<file path="src/itm_pkg.sv">
// Constants, register map and carrier types for the interval timer block.
// Assumes an APB slave with an 8-bit byte address and 32-bit data.
package itm_pkg;

   // ----------------------------------------
   // Mode and counter values
   // ----------------------------------------
   localparam logic [2:0] MODE_INTERVAL = 3'h0;
   localparam logic [15:0] CNT_IDLE = 16'hFFFF;
   localparam logic [15:0] CNT_ZERO = 16'h0000;
   localparam logic [15:0] CNT_ONE = 16'h0001;
   localparam logic [15:0] READ_STOPPED = 16'h0000;

   // ----------------------------------------
   // Register offsets inside one channel window
   // ----------------------------------------
   localparam logic [5:0] OFF_CTL = 6'h00;
   localparam logic [5:0] OFF_IOC0 = 6'h04;
   localparam logic [5:0] OFF_COMPARE_SHADOW_0 = 6'h08;
   localparam logic [5:0] OFF_CCR1 = 6'h0C;
   localparam logic [5:0] OFF_CCR2 = 6'h10;
   localparam logic [5:0] OFF_CCR3 = 6'h14;
   localparam logic [5:0] OFF_CNT = 6'h18;
   localparam logic [5:0] OFF_IOC1 = 6'h1C;
   localparam logic [5:0] OFF_OPT0 = 6'h20;
   localparam logic [5:0] OFF_IOC2 = 6'h24;
   localparam int CH_SEL_BIT = 6;
   localparam int OUT_RANGE_BIT = 7;

   // ----------------------------------------
   // Field positions
   // ----------------------------------------
   localparam int CTL_CE_BIT = 0;
   localparam int CTL_MODE_LSB = 4;
   localparam int CTL_EEE_BIT = 8;
   localparam int IOC0_OE_LSB = 0;
   localparam int IOC0_POL_LSB = 4;
   localparam int OPT0_OVF_BIT = 0;

   // ----------------------------------------
   // Reset values and edge codes
   // ----------------------------------------
   localparam logic [15:0] CCR_RST = 16'h0000;
   localparam logic [8:0] CTL_RST = 9'h000;
   localparam logic [7:0] BYTE_RST = 8'h00;
   localparam logic [1:0] EDGE_NONE = 2'h0;
   localparam logic [1:0] EDGE_RISE = 2'h1;
   localparam logic [1:0] EDGE_FALL = 2'h2;
   localparam logic [1:0] EDGE_BOTH = 2'h3;

   // ----------------------------------------
   // Types
   // ----------------------------------------
   typedef enum logic [2:0] {
      ST_IDLE = 3'b001,
      ST_ARMED = 3'b010,
      ST_RUN = 3'b100
   } ch_state_t;

   typedef struct packed {
      logic enable;
      logic [2:0] mode;
      logic [15:0] period;
      logic [2:0][15:0] aux;
   } ch_cfg_t;

   typedef struct packed {
      logic [15:0] cnt;
      logic [3:0] irq;
      logic [3:0] tog;
   } ch_stat_t;

endpackage

</file>
<file path="src/interval_timer_top.sv">
// Interval timer block: APB registers, two timer channels, event edge
// detect and registered output pins.
// Assumes all inputs are synchronous to pclk; irq pulses go to an outside
// interrupt controller that applies its own masks.
//
// Behaviour
// Channel counts only when its mode field holds interval code 000.
// Enable: counter goes FFFF to 0000 on next count, output 0 inverts.
// At count start the period register is copied into its shadow.
// Counter equal to period shadow: clear, invert output 0, pulse irq.
// Interval equals period value plus one count clocks.
// Aux compares load shadows; a match pulses its irq, inverts its output.
// Aux compare writes reach shadows while running, counter keeps going.
// Period 0000: counter stays 0, irq and toggle every count.
// Period FFFF: full count then clear, with no overflow event or flag.
// Period writes apply at once; overshoot wraps through FFFF.
// Software stops the counter before lowering the period.
// Aux equal to period: irq with the period irq, 50% output.
// Aux below period: one irq per cycle, short first pulse then 50%.
// Aux above period: no match, no irq, output unchanged.
// Software sets unused aux compares to FFFF and masks their irq.
// Event clocking: first valid edge starts count, later edges advance it.
// Event clocking with compares at 0001 toggles outputs every two counts.
// Software enables event clocking only when outputs are in use.
// Software uses edge select only with equal period and aux values.
// Counter readback returns the live 16-bit counter; the code returns it one cycle old, and zero while the channel is stopped.
// Capture control and option registers have no effect in this mode.
// Outputs idle at polarity level, take opposite level once counting.
// Two channels; only channel 0 has aux outputs and event clock.
`timescale 1ns/1ns
module interval_timer_top (
   // Clock and reset
   input wire logic pclk,
   input wire logic presetn,
   // APB slave
   input wire logic [7:0] paddr,
   input wire logic psel,
   input wire logic penable,
   input wire logic pwrite,
   input wire logic [31:0] pwdata,
   output logic [31:0] prdata,
   output logic pready,
   output logic pslverr,
   // External event
   input wire logic external_event_input,
   // Channel 0 pins and events
   output logic ch0_timer_out_0,
   output logic [2:0] ch0_timer_out_aux,
   output logic ch0_compare0_match_irq,
   output logic [2:0] ch0_compare_aux_irq,
   // Channel 1 pins and events
   output logic ch1_timer_out_0,
   output logic ch1_compare0_match_irq,
   output logic [2:0] ch1_compare_aux_irq
);
   // Register storage, indexed by channel except ioc2 (channel 0 only)
   logic [1:0][8:0] ctl, next_ctl;
   logic [1:0][7:0] ioc0, next_ioc0;
   logic [1:0][3:0][15:0] ccr, next_ccr;
   logic [1:0][7:0] ioc1, next_ioc1;
   logic [1:0][7:0] opt0, next_opt0;
   logic [1:0] ioc2, next_ioc2;
   // Bus
   logic [31:0] next_prdata;
   logic next_pready;
   logic next_pslverr;
   logic setup;
   logic wr_en;
   logic ch;
   logic [5:0] off;
   logic bad;
   // Event and channel links
   logic ev_q;
   logic ev_edge;
   logic tick0;
   itm_pkg::ch_cfg_t cfg0, cfg1;
   itm_pkg::ch_stat_t stat0, stat1;
   logic [1:0][15:0] rdback;
   logic [4:0] pins, next_pins;

   // ----------------------------------------
   // Address decode
   // ----------------------------------------
   assign ch = paddr[itm_pkg::CH_SEL_BIT];
   assign off = paddr[5:0];
   assign setup = psel && !penable;
   assign wr_en = psel && penable && pready && pwrite && !pslverr;

   // Unmapped: out of range, misaligned, or channel 1 edge select
   always_comb begin
      bad = 1'b0;
      case (off)
         itm_pkg::OFF_CTL, itm_pkg::OFF_IOC0, itm_pkg::OFF_COMPARE_SHADOW_0,
         itm_pkg::OFF_CCR1, itm_pkg::OFF_CCR2, itm_pkg::OFF_CCR3,
         itm_pkg::OFF_CNT, itm_pkg::OFF_IOC1, itm_pkg::OFF_OPT0: begin
            bad = 1'b0;
         end
         itm_pkg::OFF_IOC2: begin
            bad = ch;
         end
         default: begin
            bad = 1'b1;
         end
      endcase
      if (paddr[itm_pkg::OUT_RANGE_BIT]) begin
         bad = 1'b1;
      end
   end

   // ----------------------------------------
   // Counter readback
   // ----------------------------------------
   // A stopped channel reads zero although its counter rests at FFFF
   assign rdback[0] = ctl[0][itm_pkg::CTL_CE_BIT] ? stat0.cnt : itm_pkg::READ_STOPPED;
   assign rdback[1] = ctl[1][itm_pkg::CTL_CE_BIT] ? stat1.cnt : itm_pkg::READ_STOPPED;

   // ----------------------------------------
   // APB answer
   // ----------------------------------------
   // Read data is sampled in the setup cycle so that prdata leaves a
   // flip-flop; the price is a counter value one cycle old.
   always_comb begin
      next_prdata = prdata;
      next_pready = setup;
      next_pslverr = setup && bad;
      if (setup) begin
         next_prdata = 32'h0000_0000;
         if (!bad && !pwrite) begin
            case (off)
               itm_pkg::OFF_CTL: next_prdata[8:0] = ctl[ch];
               itm_pkg::OFF_IOC0: next_prdata[7:0] = ioc0[ch];
               itm_pkg::OFF_COMPARE_SHADOW_0: next_prdata[15:0] = ccr[ch][0];
               itm_pkg::OFF_CCR1: next_prdata[15:0] = ccr[ch][1];
               itm_pkg::OFF_CCR2: next_prdata[15:0] = ccr[ch][2];
               itm_pkg::OFF_CCR3: next_prdata[15:0] = ccr[ch][3];
               itm_pkg::OFF_CNT: next_prdata[15:0] = rdback[ch];
               itm_pkg::OFF_IOC1: next_prdata[7:0] = ioc1[ch];
               itm_pkg::OFF_OPT0: next_prdata[7:0] = opt0[ch];
               itm_pkg::OFF_IOC2: next_prdata[1:0] = ioc2;
               default: next_prdata = 32'h0000_0000;
            endcase
         end
      end
   end

   always_ff @(posedge pclk or negedge presetn) begin
      if (!presetn) begin
         prdata <= 32'h0000_0000;
         pready <= 1'b0;
         pslverr <= 1'b0;
      end else begin
         prdata <= next_prdata;
         pready <= next_pready;
         pslverr <= next_pslverr;
      end
   end

   // ----------------------------------------
   // Register writes
   // ----------------------------------------
   // The overflow bit never sets in this mode, so it is held at zero
   always_comb begin
      next_ctl = ctl;
      next_ioc0 = ioc0;
      next_ccr = ccr;
      next_ioc1 = ioc1;
      next_opt0 = opt0;
      next_ioc2 = ioc2;
      if (wr_en) begin
         case (off)
            itm_pkg::OFF_CTL: next_ctl[ch] = pwdata[8:0];
            itm_pkg::OFF_IOC0: next_ioc0[ch] = pwdata[7:0];
            itm_pkg::OFF_COMPARE_SHADOW_0: next_ccr[ch][0] = pwdata[15:0];
            itm_pkg::OFF_CCR1: next_ccr[ch][1] = pwdata[15:0];
            itm_pkg::OFF_CCR2: next_ccr[ch][2] = pwdata[15:0];
            itm_pkg::OFF_CCR3: next_ccr[ch][3] = pwdata[15:0];
            itm_pkg::OFF_IOC1: next_ioc1[ch] = pwdata[7:0];
            itm_pkg::OFF_OPT0: next_opt0[ch] = pwdata[7:0];
            itm_pkg::OFF_IOC2: next_ioc2 = pwdata[1:0];
            default: next_ctl = ctl;
         endcase
      end
      next_opt0[0][itm_pkg::OPT0_OVF_BIT] = 1'b0;
      next_opt0[1][itm_pkg::OPT0_OVF_BIT] = 1'b0;
      next_ctl[1][itm_pkg::CTL_EEE_BIT] = 1'b0;
   end

   always_ff @(posedge pclk or negedge presetn) begin
      if (!presetn) begin
         ctl <= {2{itm_pkg::CTL_RST}};
         ioc0 <= {2{itm_pkg::BYTE_RST}};
         ccr <= {8{itm_pkg::CCR_RST}};
         ioc1 <= {2{itm_pkg::BYTE_RST}};
         opt0 <= {2{itm_pkg::BYTE_RST}};
         ioc2 <= itm_pkg::EDGE_NONE;
      end else begin
         ctl <= next_ctl;
         ioc0 <= next_ioc0;
         ccr <= next_ccr;
         ioc1 <= next_ioc1;
         opt0 <= next_opt0;
         ioc2 <= next_ioc2;
      end
   end

   // ----------------------------------------
   // Event edge detect and count clock
   // ----------------------------------------
   always_ff @(posedge pclk or negedge presetn) begin
      if (!presetn) begin
         ev_q <= 1'b0;
      end else begin
         ev_q <= external_event_input;
      end
   end

   always_comb begin
      case (ioc2)
         itm_pkg::EDGE_RISE: ev_edge = external_event_input && !ev_q;
         itm_pkg::EDGE_FALL: ev_edge = !external_event_input && ev_q;
         itm_pkg::EDGE_BOTH: ev_edge = external_event_input != ev_q;
         default: ev_edge = 1'b0;
      endcase
   end

   // Internal count clock is every pclk cycle
   assign tick0 = ctl[0][itm_pkg::CTL_EEE_BIT] ? ev_edge : 1'b1;

   // ----------------------------------------
   // Channels
   // ----------------------------------------
   assign cfg0.enable = ctl[0][itm_pkg::CTL_CE_BIT];
   assign cfg0.mode = ctl[0][itm_pkg::CTL_MODE_LSB +: 3];
   assign cfg0.period = ccr[0][0];
   assign cfg0.aux = {ccr[0][3], ccr[0][2], ccr[0][1]};
   assign cfg1.enable = ctl[1][itm_pkg::CTL_CE_BIT];
   assign cfg1.mode = ctl[1][itm_pkg::CTL_MODE_LSB +: 3];
   assign cfg1.period = ccr[1][0];
   assign cfg1.aux = {ccr[1][3], ccr[1][2], ccr[1][1]};

   itm_channel u_ch0 (
      .pclk(pclk),
      .presetn(presetn),
      .cfg(cfg0),
      .tick(tick0),
      .stat(stat0)
   );

   itm_channel u_ch1 (
      .pclk(pclk),
      .presetn(presetn),
      .cfg(cfg1),
      .tick(1'b1),
      .stat(stat1)
   );

   // ----------------------------------------
   // Output pins
   // ----------------------------------------
   // Level is polarity when disabled; toggles only show while enabled.
   always_comb begin
      for (int a = 0; a < 4; a++) begin
         next_pins[a] = ioc0[0][itm_pkg::IOC0_POL_LSB + a] ^
            (ioc0[0][itm_pkg::IOC0_OE_LSB + a] & stat0.tog[a]);
      end
      next_pins[4] = ioc0[1][itm_pkg::IOC0_POL_LSB] ^
         (ioc0[1][itm_pkg::IOC0_OE_LSB] & stat1.tog[0]);
   end

   always_ff @(posedge pclk or negedge presetn) begin
      if (!presetn) begin
         pins <= 5'h00;
      end else begin
         pins <= next_pins;
      end
   end

   assign ch0_timer_out_0 = pins[0];
   assign ch0_timer_out_aux = pins[3:1];
   assign ch1_timer_out_0 = pins[4];
   assign ch0_compare0_match_irq = stat0.irq[0];
   assign ch0_compare_aux_irq = stat0.irq[3:1];
   assign ch1_compare0_match_irq = stat1.irq[0];
   assign ch1_compare_aux_irq = stat1.irq[3:1];
endmodule

</file>
<file path="src/itm_channel.sv">
// One timer channel: 16-bit up-counter, period compare and three aux compares.
// Assumes a one-cycle tick from the parent; config is static between writes.
`timescale 1ns/1ns
module itm_channel (
   // Clock and reset
   input wire logic pclk,
   input wire logic presetn,
   // Control
   input itm_pkg::ch_cfg_t cfg,
   input wire logic tick,
   // Status
   output itm_pkg::ch_stat_t stat
);
   itm_pkg::ch_state_t st, next_st;
   logic [15:0] cnt, next_cnt;
   logic [15:0] sh0, next_sh0;
   logic [2:0][15:0] sh, next_sh;
   logic [3:0] irq, next_irq;
   logic [3:0] tog, next_tog;
   logic active;

   assign active = cfg.enable && (cfg.mode == itm_pkg::MODE_INTERVAL);

   // ----------------------------------------
   // Counter, shadows and toggles
   // ----------------------------------------
   // Shadows track the compare registers every cycle while running, so a
   // write lands at once and the counter never stops.
   always_comb begin
      next_st = st;
      next_cnt = cnt;
      next_sh0 = sh0;
      next_sh = sh;
      next_irq = 4'h0;
      next_tog = tog;
      if (!active) begin
         next_st = itm_pkg::ST_IDLE;
         next_cnt = itm_pkg::CNT_IDLE;
         next_tog = 4'h0;
      end else begin
         case (st)
            itm_pkg::ST_IDLE: begin
               next_st = itm_pkg::ST_ARMED;
            end
            itm_pkg::ST_ARMED: begin
               if (tick) begin
                  next_st = itm_pkg::ST_RUN;
                  next_cnt = itm_pkg::CNT_ZERO;
                  next_tog = 4'hF;
                  next_sh0 = cfg.period;
                  next_sh = cfg.aux;
               end
            end
            itm_pkg::ST_RUN: begin
               next_sh0 = cfg.period;
               next_sh = cfg.aux;
               if (tick) begin
                  // Wrap from FFFF to 0 is silent: no overflow here
                  next_cnt = cnt + itm_pkg::CNT_ONE;
                  if (cnt == sh0) begin
                     next_cnt = itm_pkg::CNT_ZERO;
                     next_irq[0] = 1'b1;
                     next_tog[0] = ~tog[0];
                  end
                  for (int b = 0; b < 3; b++) begin
                     if (cnt == sh[b]) begin
                        next_irq[b + 1] = 1'b1;
                        next_tog[b + 1] = ~tog[b + 1];
                     end
                  end
               end
            end
            default: begin
               next_st = itm_pkg::ST_IDLE;
            end
         endcase
      end
   end

   always_ff @(posedge pclk or negedge presetn) begin
      if (!presetn) begin
         st <= itm_pkg::ST_IDLE;
         cnt <= itm_pkg::CNT_IDLE;
         sh0 <= itm_pkg::CCR_RST;
         sh <= '0;
         irq <= 4'h0;
         tog <= 4'h0;
      end else begin
         st <= next_st;
         cnt <= next_cnt;
         sh0 <= next_sh0;
         sh <= next_sh;
         irq <= next_irq;
         tog <= next_tog;
      end
   end

   assign stat.cnt = cnt;
   assign stat.irq = irq;
   assign stat.tog = tog;
endmodule

</file>
<file path="config.mk">
export PLATFORM = sky130hd
export DESIGN_NAME = interval_timer_top
export DESIGN_NICKNAME = d
export VERILOG_FILES = /design/src/itm_pkg.sv /design/src/interval_timer_top.sv /design/src/itm_channel.sv
export SDC_FILE = /design/constraint.sdc
export NUM_CORES = 1
export LEC_CHECK = 0
export ABC_AREA = 0
export ABC_CLOCK_PERIOD_IN_PS = 3400
export BUFFER_PORTS_ARGS = -buffer_cell sky130_fd_sc_hd__buf_2
export CAP_MARGIN = 20
export CELL_PAD_IN_SITES_DETAIL_PLACEMENT = 1
export CELL_PAD_IN_SITES_GLOBAL_PLACEMENT = 2
export CORE_MARGIN = 2
export CORE_UTILIZATION = 47
export CTS_BUF_LIST = sky130_fd_sc_hd__clkbuf_16
export DETAILED_ROUTE_END_ITERATION = 10
export HOLD_SLACK_MARGIN = 0.03
export PLACE_DENSITY = 0.9
export SYNTH_ARGS = -nofsm -noshare
export SYNTH_HDL_FRONTEND = slang
export SYNTH_HIERARCHICAL = 1
export SYNTH_SLANG_ARGS = --single-unit
</file>
<file path="constraint.sdc">
create_clock -name pclk -period 3.4 [get_ports pclk]
set_clock_uncertainty 0.1 [all_clocks]
set_input_delay 0 -clock pclk [delete_from_list [all_inputs] [get_ports pclk]]
set_output_delay 0 -clock pclk [all_outputs]
set_load 0.05 [all_outputs]
</file>
==> Yosys cells after proc, flatten, opt, wreduce, memory -nomap -nowiden <==
Cells that the tools add are included.
Widths: inputs -> output; s select.
{ "totals": {"register_bits": 415, "in_bits": 46, "word_cells": 239} }
{ "classes": {"n_addsub": 2, "magnitude_cmp": 2, "n_eq_ne": 42, "mux": 88, "bitwise": 18, "n_reduce_logical": 43} }
{ "ops": {"columns": ["op", "n"], "rows": [
  ["$bwmux 128", 4],
  ["$pmux 128 s4", 1],
  ["$demux 64 s1", 4],
  ["$mux 16", 13],
  ["$mux 64", 3],
  ["$eq 16x16->1", 8],
  ["$mux 48", 2],
  ["$pmux 16 s2", 3],
  ["$pmux 48 s2", 1],
  ["$mux 8", 7],
  ["$pmux 6 s9", 1],
  ["$bwmux 16", 3],
  ["$mux 4", 9],
  ["$ne 3x3->1 const B", 12],
  ["$pmux 7 s5", 1],
  ["$add 16x1->16 const B", 2],
  ["$mux 32", 1],
  ["$mux 9", 3],
  ["$eq 6x5->1 const B", 4],
  ["$reduce_and 2->1", 12],
  ["$pmux 2 s10", 1],
  ["$bwmux 18", 1],
  ["$mux 1", 18],
  ["$pmux 3 s3", 2],
  ["32 further kinds", 79]
]} }

==> Logic depth before layout (Yosys ltp) <==
{ "logic_depth": {"depth_word": 7, "mapped_depth": 13} }

==> By module <==
Netlist, hierarchy kept.
{ "by_module_without_submodules": {"columns": ["module", "instances", "cells_each", "area_per_inst_um2", "seq_area_each_um2"], "rows": [
  ["interval_timer_top", 1, 779, 10299.9, 5430.2],
  ["itm_channel (u_ch0)", 1, 387, 4668.2, 2298.5],
  ["itm_channel (u_ch1)", 1, 388, 4605.7, 2298.5]
]} }

==> Least setup slack after synthesis <==
No wires, ideal clock.
{ "synth_timing": {"path_kind": "register to register", "start": "register pready", "end": "register ccr[85] in the netlist's numbering", "arrival_ns": 2.153, "setup_slack_ns": 1.022, "path_stages_with_launch": 7, "n_path_buf": 1, "cell_sequence": "dfrtp_1 nand2_1 nor3_1 nand2_1 nor2_2 buf_2 mux2_2"} }
{ "synth_between": {"elab_chain_len": 4} }
{ "synth_lines": {"columns": ["element", "line_no", "source"], "rows": [
  ["from (decl)", "interval_timer_top.sv:42", "output logic pready,"],
  ["from (signal assigned)", "interval_timer_top.sv:153", "pready <= next_pready;"],
  ["$logic_and 1x1->1 (3 in a row)", "interval_timer_top.sv:87", "assign wr_en = psel && penable && pready && pwrite && !pslverr;"],
  ["$reduce_and 2->1 (no line)", null, null],
  ["to (signal assigned)", "interval_timer_top.sv:192", "ccr <= {8{itm_pkg::CCR_RST}};"],
  ["to (signal assigned)", "interval_timer_top.sv:199", "ccr <= next_ccr;"],
  ["to (decl)", "interval_timer_top.sv:59", "logic [1:0][3:0][15:0] ccr, next_ccr;"]
]} }
Every way passes these cells.
A chain may end at the register's enable or synchronous reset.

==> Final worst setup path <==
{ "layout_timing": {"start": "register u_ch1.cnt[1]", "end": "register u_ch1.tog[0]"} }
{ "layout_between": {"elab_chain_len": 3} }
{ "layout_lines": {"columns": ["element", "line_no", "source"], "rows": [
  ["from (decl)", "itm_channel.sv:15", "logic [15:0] cnt, next_cnt;"],
  ["from (signal assigned)", "itm_channel.sv:83", "cnt <= itm_pkg::CNT_IDLE;"],
  ["from (signal assigned)", "itm_channel.sv:90", "cnt <= next_cnt;"],
  ["$eq 16x16->1", "itm_channel.sv:60", "if (cnt == sh0) begin"],
  ["$ne 3x3->1 (no line)", null, null],
  ["$reduce_and 2->1 (no line)", null, null],
  ["to (signal assigned)", "itm_channel.sv:94", "tog <= next_tog;"],
  ["to (decl)", "itm_channel.sv:19", "logic [3:0] tog, next_tog;"]
]} }
Every way passes these cells.

==> results by group <==
Critical path
  – CP endpoint kind: flop
  – Delay-heaviest family, CP: simple AND/OR/NAND/NOR gates
  – CP required: 3.73 ns
  – R2r setup slk: 0.58 ns
  – Crit path largest cell delay: 0.73 ns
  – Worst-path fanout max: 31
  – Worst r2r src: u_ch1/cnt[1]
  – Crit Path Category: flop to flop
  – CP max stage cell: nor4_1
  – Crit. Startpoint: u_ch1/cnt[1]
  – Worst Setup Start Kind: flop
  – CP cell instances: xor2_1 > nor4_1 > nand4_1 > buf_4 > and2_1 > o41ai_1
  – Number of buffer and inverter stages on the critical path: 1
  – Arrival time at the worst endpoint: 3.15 ns

Routing
  – # DRC: 0
  – Vias per cell: 6.072
  – First-pass detailed-route iteration total: 6
  – Via total after detailed routing: 13210
  – Post-detailed-route wirelength per cell: 27.13 um
  – Routed Antenna Nets: 0
  – Final wirelength: 59040 um
  – DR iter-0 viols: just over 1000

Final layout
  – Synth-to-Final Area Change: 12.48%
  – Post-layout util: 53.52%
  – Layout Nets: 1660
  – Non-filler cells, final: 2176
  – Layout cells sized above 1: 27.77%

Yosys
  – Cells after synthesis: 1539
  – Synth warnings: 6
  – Post-Syn Area: 0.01943 sq mm
  – Syn_area_per_cell: between 10 and 15 sq um

Clocking
  – CTS max path bufs: 3
  – Clock transition at path regs: 0.06 ns
  – Clk sinks: about 400
  – Post-CTS setup buffers: 0
  – TritonCTS Buffers: 44
  – Htree depth: 2
  – Clk Latency, worst-skew pair: 0.56 ns
  – CTS tree: yes
  – Root buf cell: clkbuf_16

Run
  – Number of max-cap violations: 0

Global route
  – Initial antenna violation count: 3
  – GRT Total Usage: 27.57%
  – GR Util met2: 45.54%
  – Largest net degree at the start of global routing: 83
  – Met3 GRT Util: 4.887%
  – Vias in the first global route: 14360
  – Gr busiest metal: met2
  – Grt ovf: 0
  – First-pass GRT wire length: ~91000 um
  – Grt met1 use: 36.06%

Placed design
  – GPL Wtd Cong: 0.8857
  – Inst Count DP: around 2100
  – DP Wirelength: 40260 um
  – Post-Place Setup Slack: 0.7155 ns
  – Buffers on Ports: 60

Power
  – VDD IR max: around 0.40 mV
  – Internal power: 7.553 mW
  – Clk pwr share: 47.5%
  – Total Power: ~9.9 mW
  – Sw power: 2.305 mW
  – Leak: between 10 and 15 nW
  – Flop pwr share: 48.2%
  – Gate power share: 4.3%
  – PD cells: 451.1 mW/mm^2
  – Sw Share: 23.38%

Outcome
  – Status: finished clean

STA
  – Final hold violations: 0
  – Final WS setup: 0.5830 ns
  – Slew at the pin closest to its max-slew limit: 1.097 ns
  – Slew Limit Headroom: 26.88%
  – Setup tns final: 0 ns
  – Final worst path period need: 2.817 ns
  – Fin crit share: 82.85%
  – Fmax: 0.3550 GHz
  – RSZ-0062 raised after global routing: no
  – Slew Viols, Final: 0
  – # setup viols final: 0

Worst hold path
  – Hold path start: penable
  – HP Class: input port to flop

Die
  – Row count: 74
  – Die ar.: 0.04298 sq mm
  – Core area: 0.04083 sq mm
  – Starting density of the core: between 40% and 50%
  – I/O pin cnt: 93
  – Die width: between 200 and 250 um
  – Chip height: 207.3 um
state kept, by name (all words and copies together) (netlist names), 4 cells and up:
register   cells
u_ch0/cnt     16
u_ch1/irq      4
u_ch0/irq      4
cfg0           4
ioc0          16
ccr          128
ctl            9
pins           5
ioc1          16
cfg1           4
opt0          14
prdata        16
u_ch0/sh      48
u_ch1/cnt     16
u_ch1/sh      48
u_ch1/sh0     16
u_ch0/sh0     16
u_ch0/tog      4
cell usage in the layout, fill, tap and decap left out, drive strengths merged, types with 21 or more instances in the layout:
cell,instances
a221o,29
buf,100
clkbuf,45
clkinv,22
conb,21
dfrtp,362
dfstp,34
dlygate4sd3,34
mux2,322
mux2i,71
nand2,64
nand3,28
nor2,54
nor3,26
nor4,34
o21ai,25
o22ai,28
xor2,130
power groups by stage:
stage	logic (mW)	registers [mW]	clock network (mW)
after floorplan	0.177	4.84	0
after global placement	0.383	4.83	0
after detailed placement	0.391	4.83	0
after CTS	0.423	4.75	4.77
after global routing	0.451	4.75	4.95
final	0.421	4.75	4.69
tightest hold or removal path: stages:
cell and delay (ns):
buf_2 0.11, nand2_1 0.09, or3_1 0.27, nor3_1 0.13
mux2_2 0.22
area by class of cell:
cell class | instances | area (sq um)
inverter | 14 | 52.55
timing repair buffer | 134 | 1054
tap | 532 | 665.6
clock inverter | 33 | 270.3
sequential | 396 | 9952
multi-input combinational | 1020 | 8727
antenna | 2 | 5.005
clock buffer | 45 | 1126
fill | 4083 | 18980
metrics by stage:
step / hold slack [ns] / cell area, sq um
floorplan: -0.3956 / 19500
global placement: -0.01882 / 20110
detailed placement: -0.01114 / 20110
CTS: 0.1881 / 21850
global route: 0.2384 / 21850
finish: 0.2017 / 21850
what timing repair did:
item | in CTS | in global routing
hold buffers | 34 | 0
gates resized for setup | 0 | 0
hold endpoints to repair | 593 | 0
final timing paths:
check | to | cells after the start
max | u_ch1/tog[0] | 6
min | ioc2[1] | 5
max reg2reg | u_ch1/tog[0] | 6
min reg2reg | prdata[11] | 2
max in group asynchronous | u_ch0/irq[3] | 4
min in group asynchronous | u_ch0/sh[33] | 3
routing by layer:
layer	vias up	part of all wire, %
li1	5708	-
met1	6964	42
met2	414	49
met3	125	5.9
met4	2	3.9
met5	-	0.022
Power figures use the tool's default switching activity.
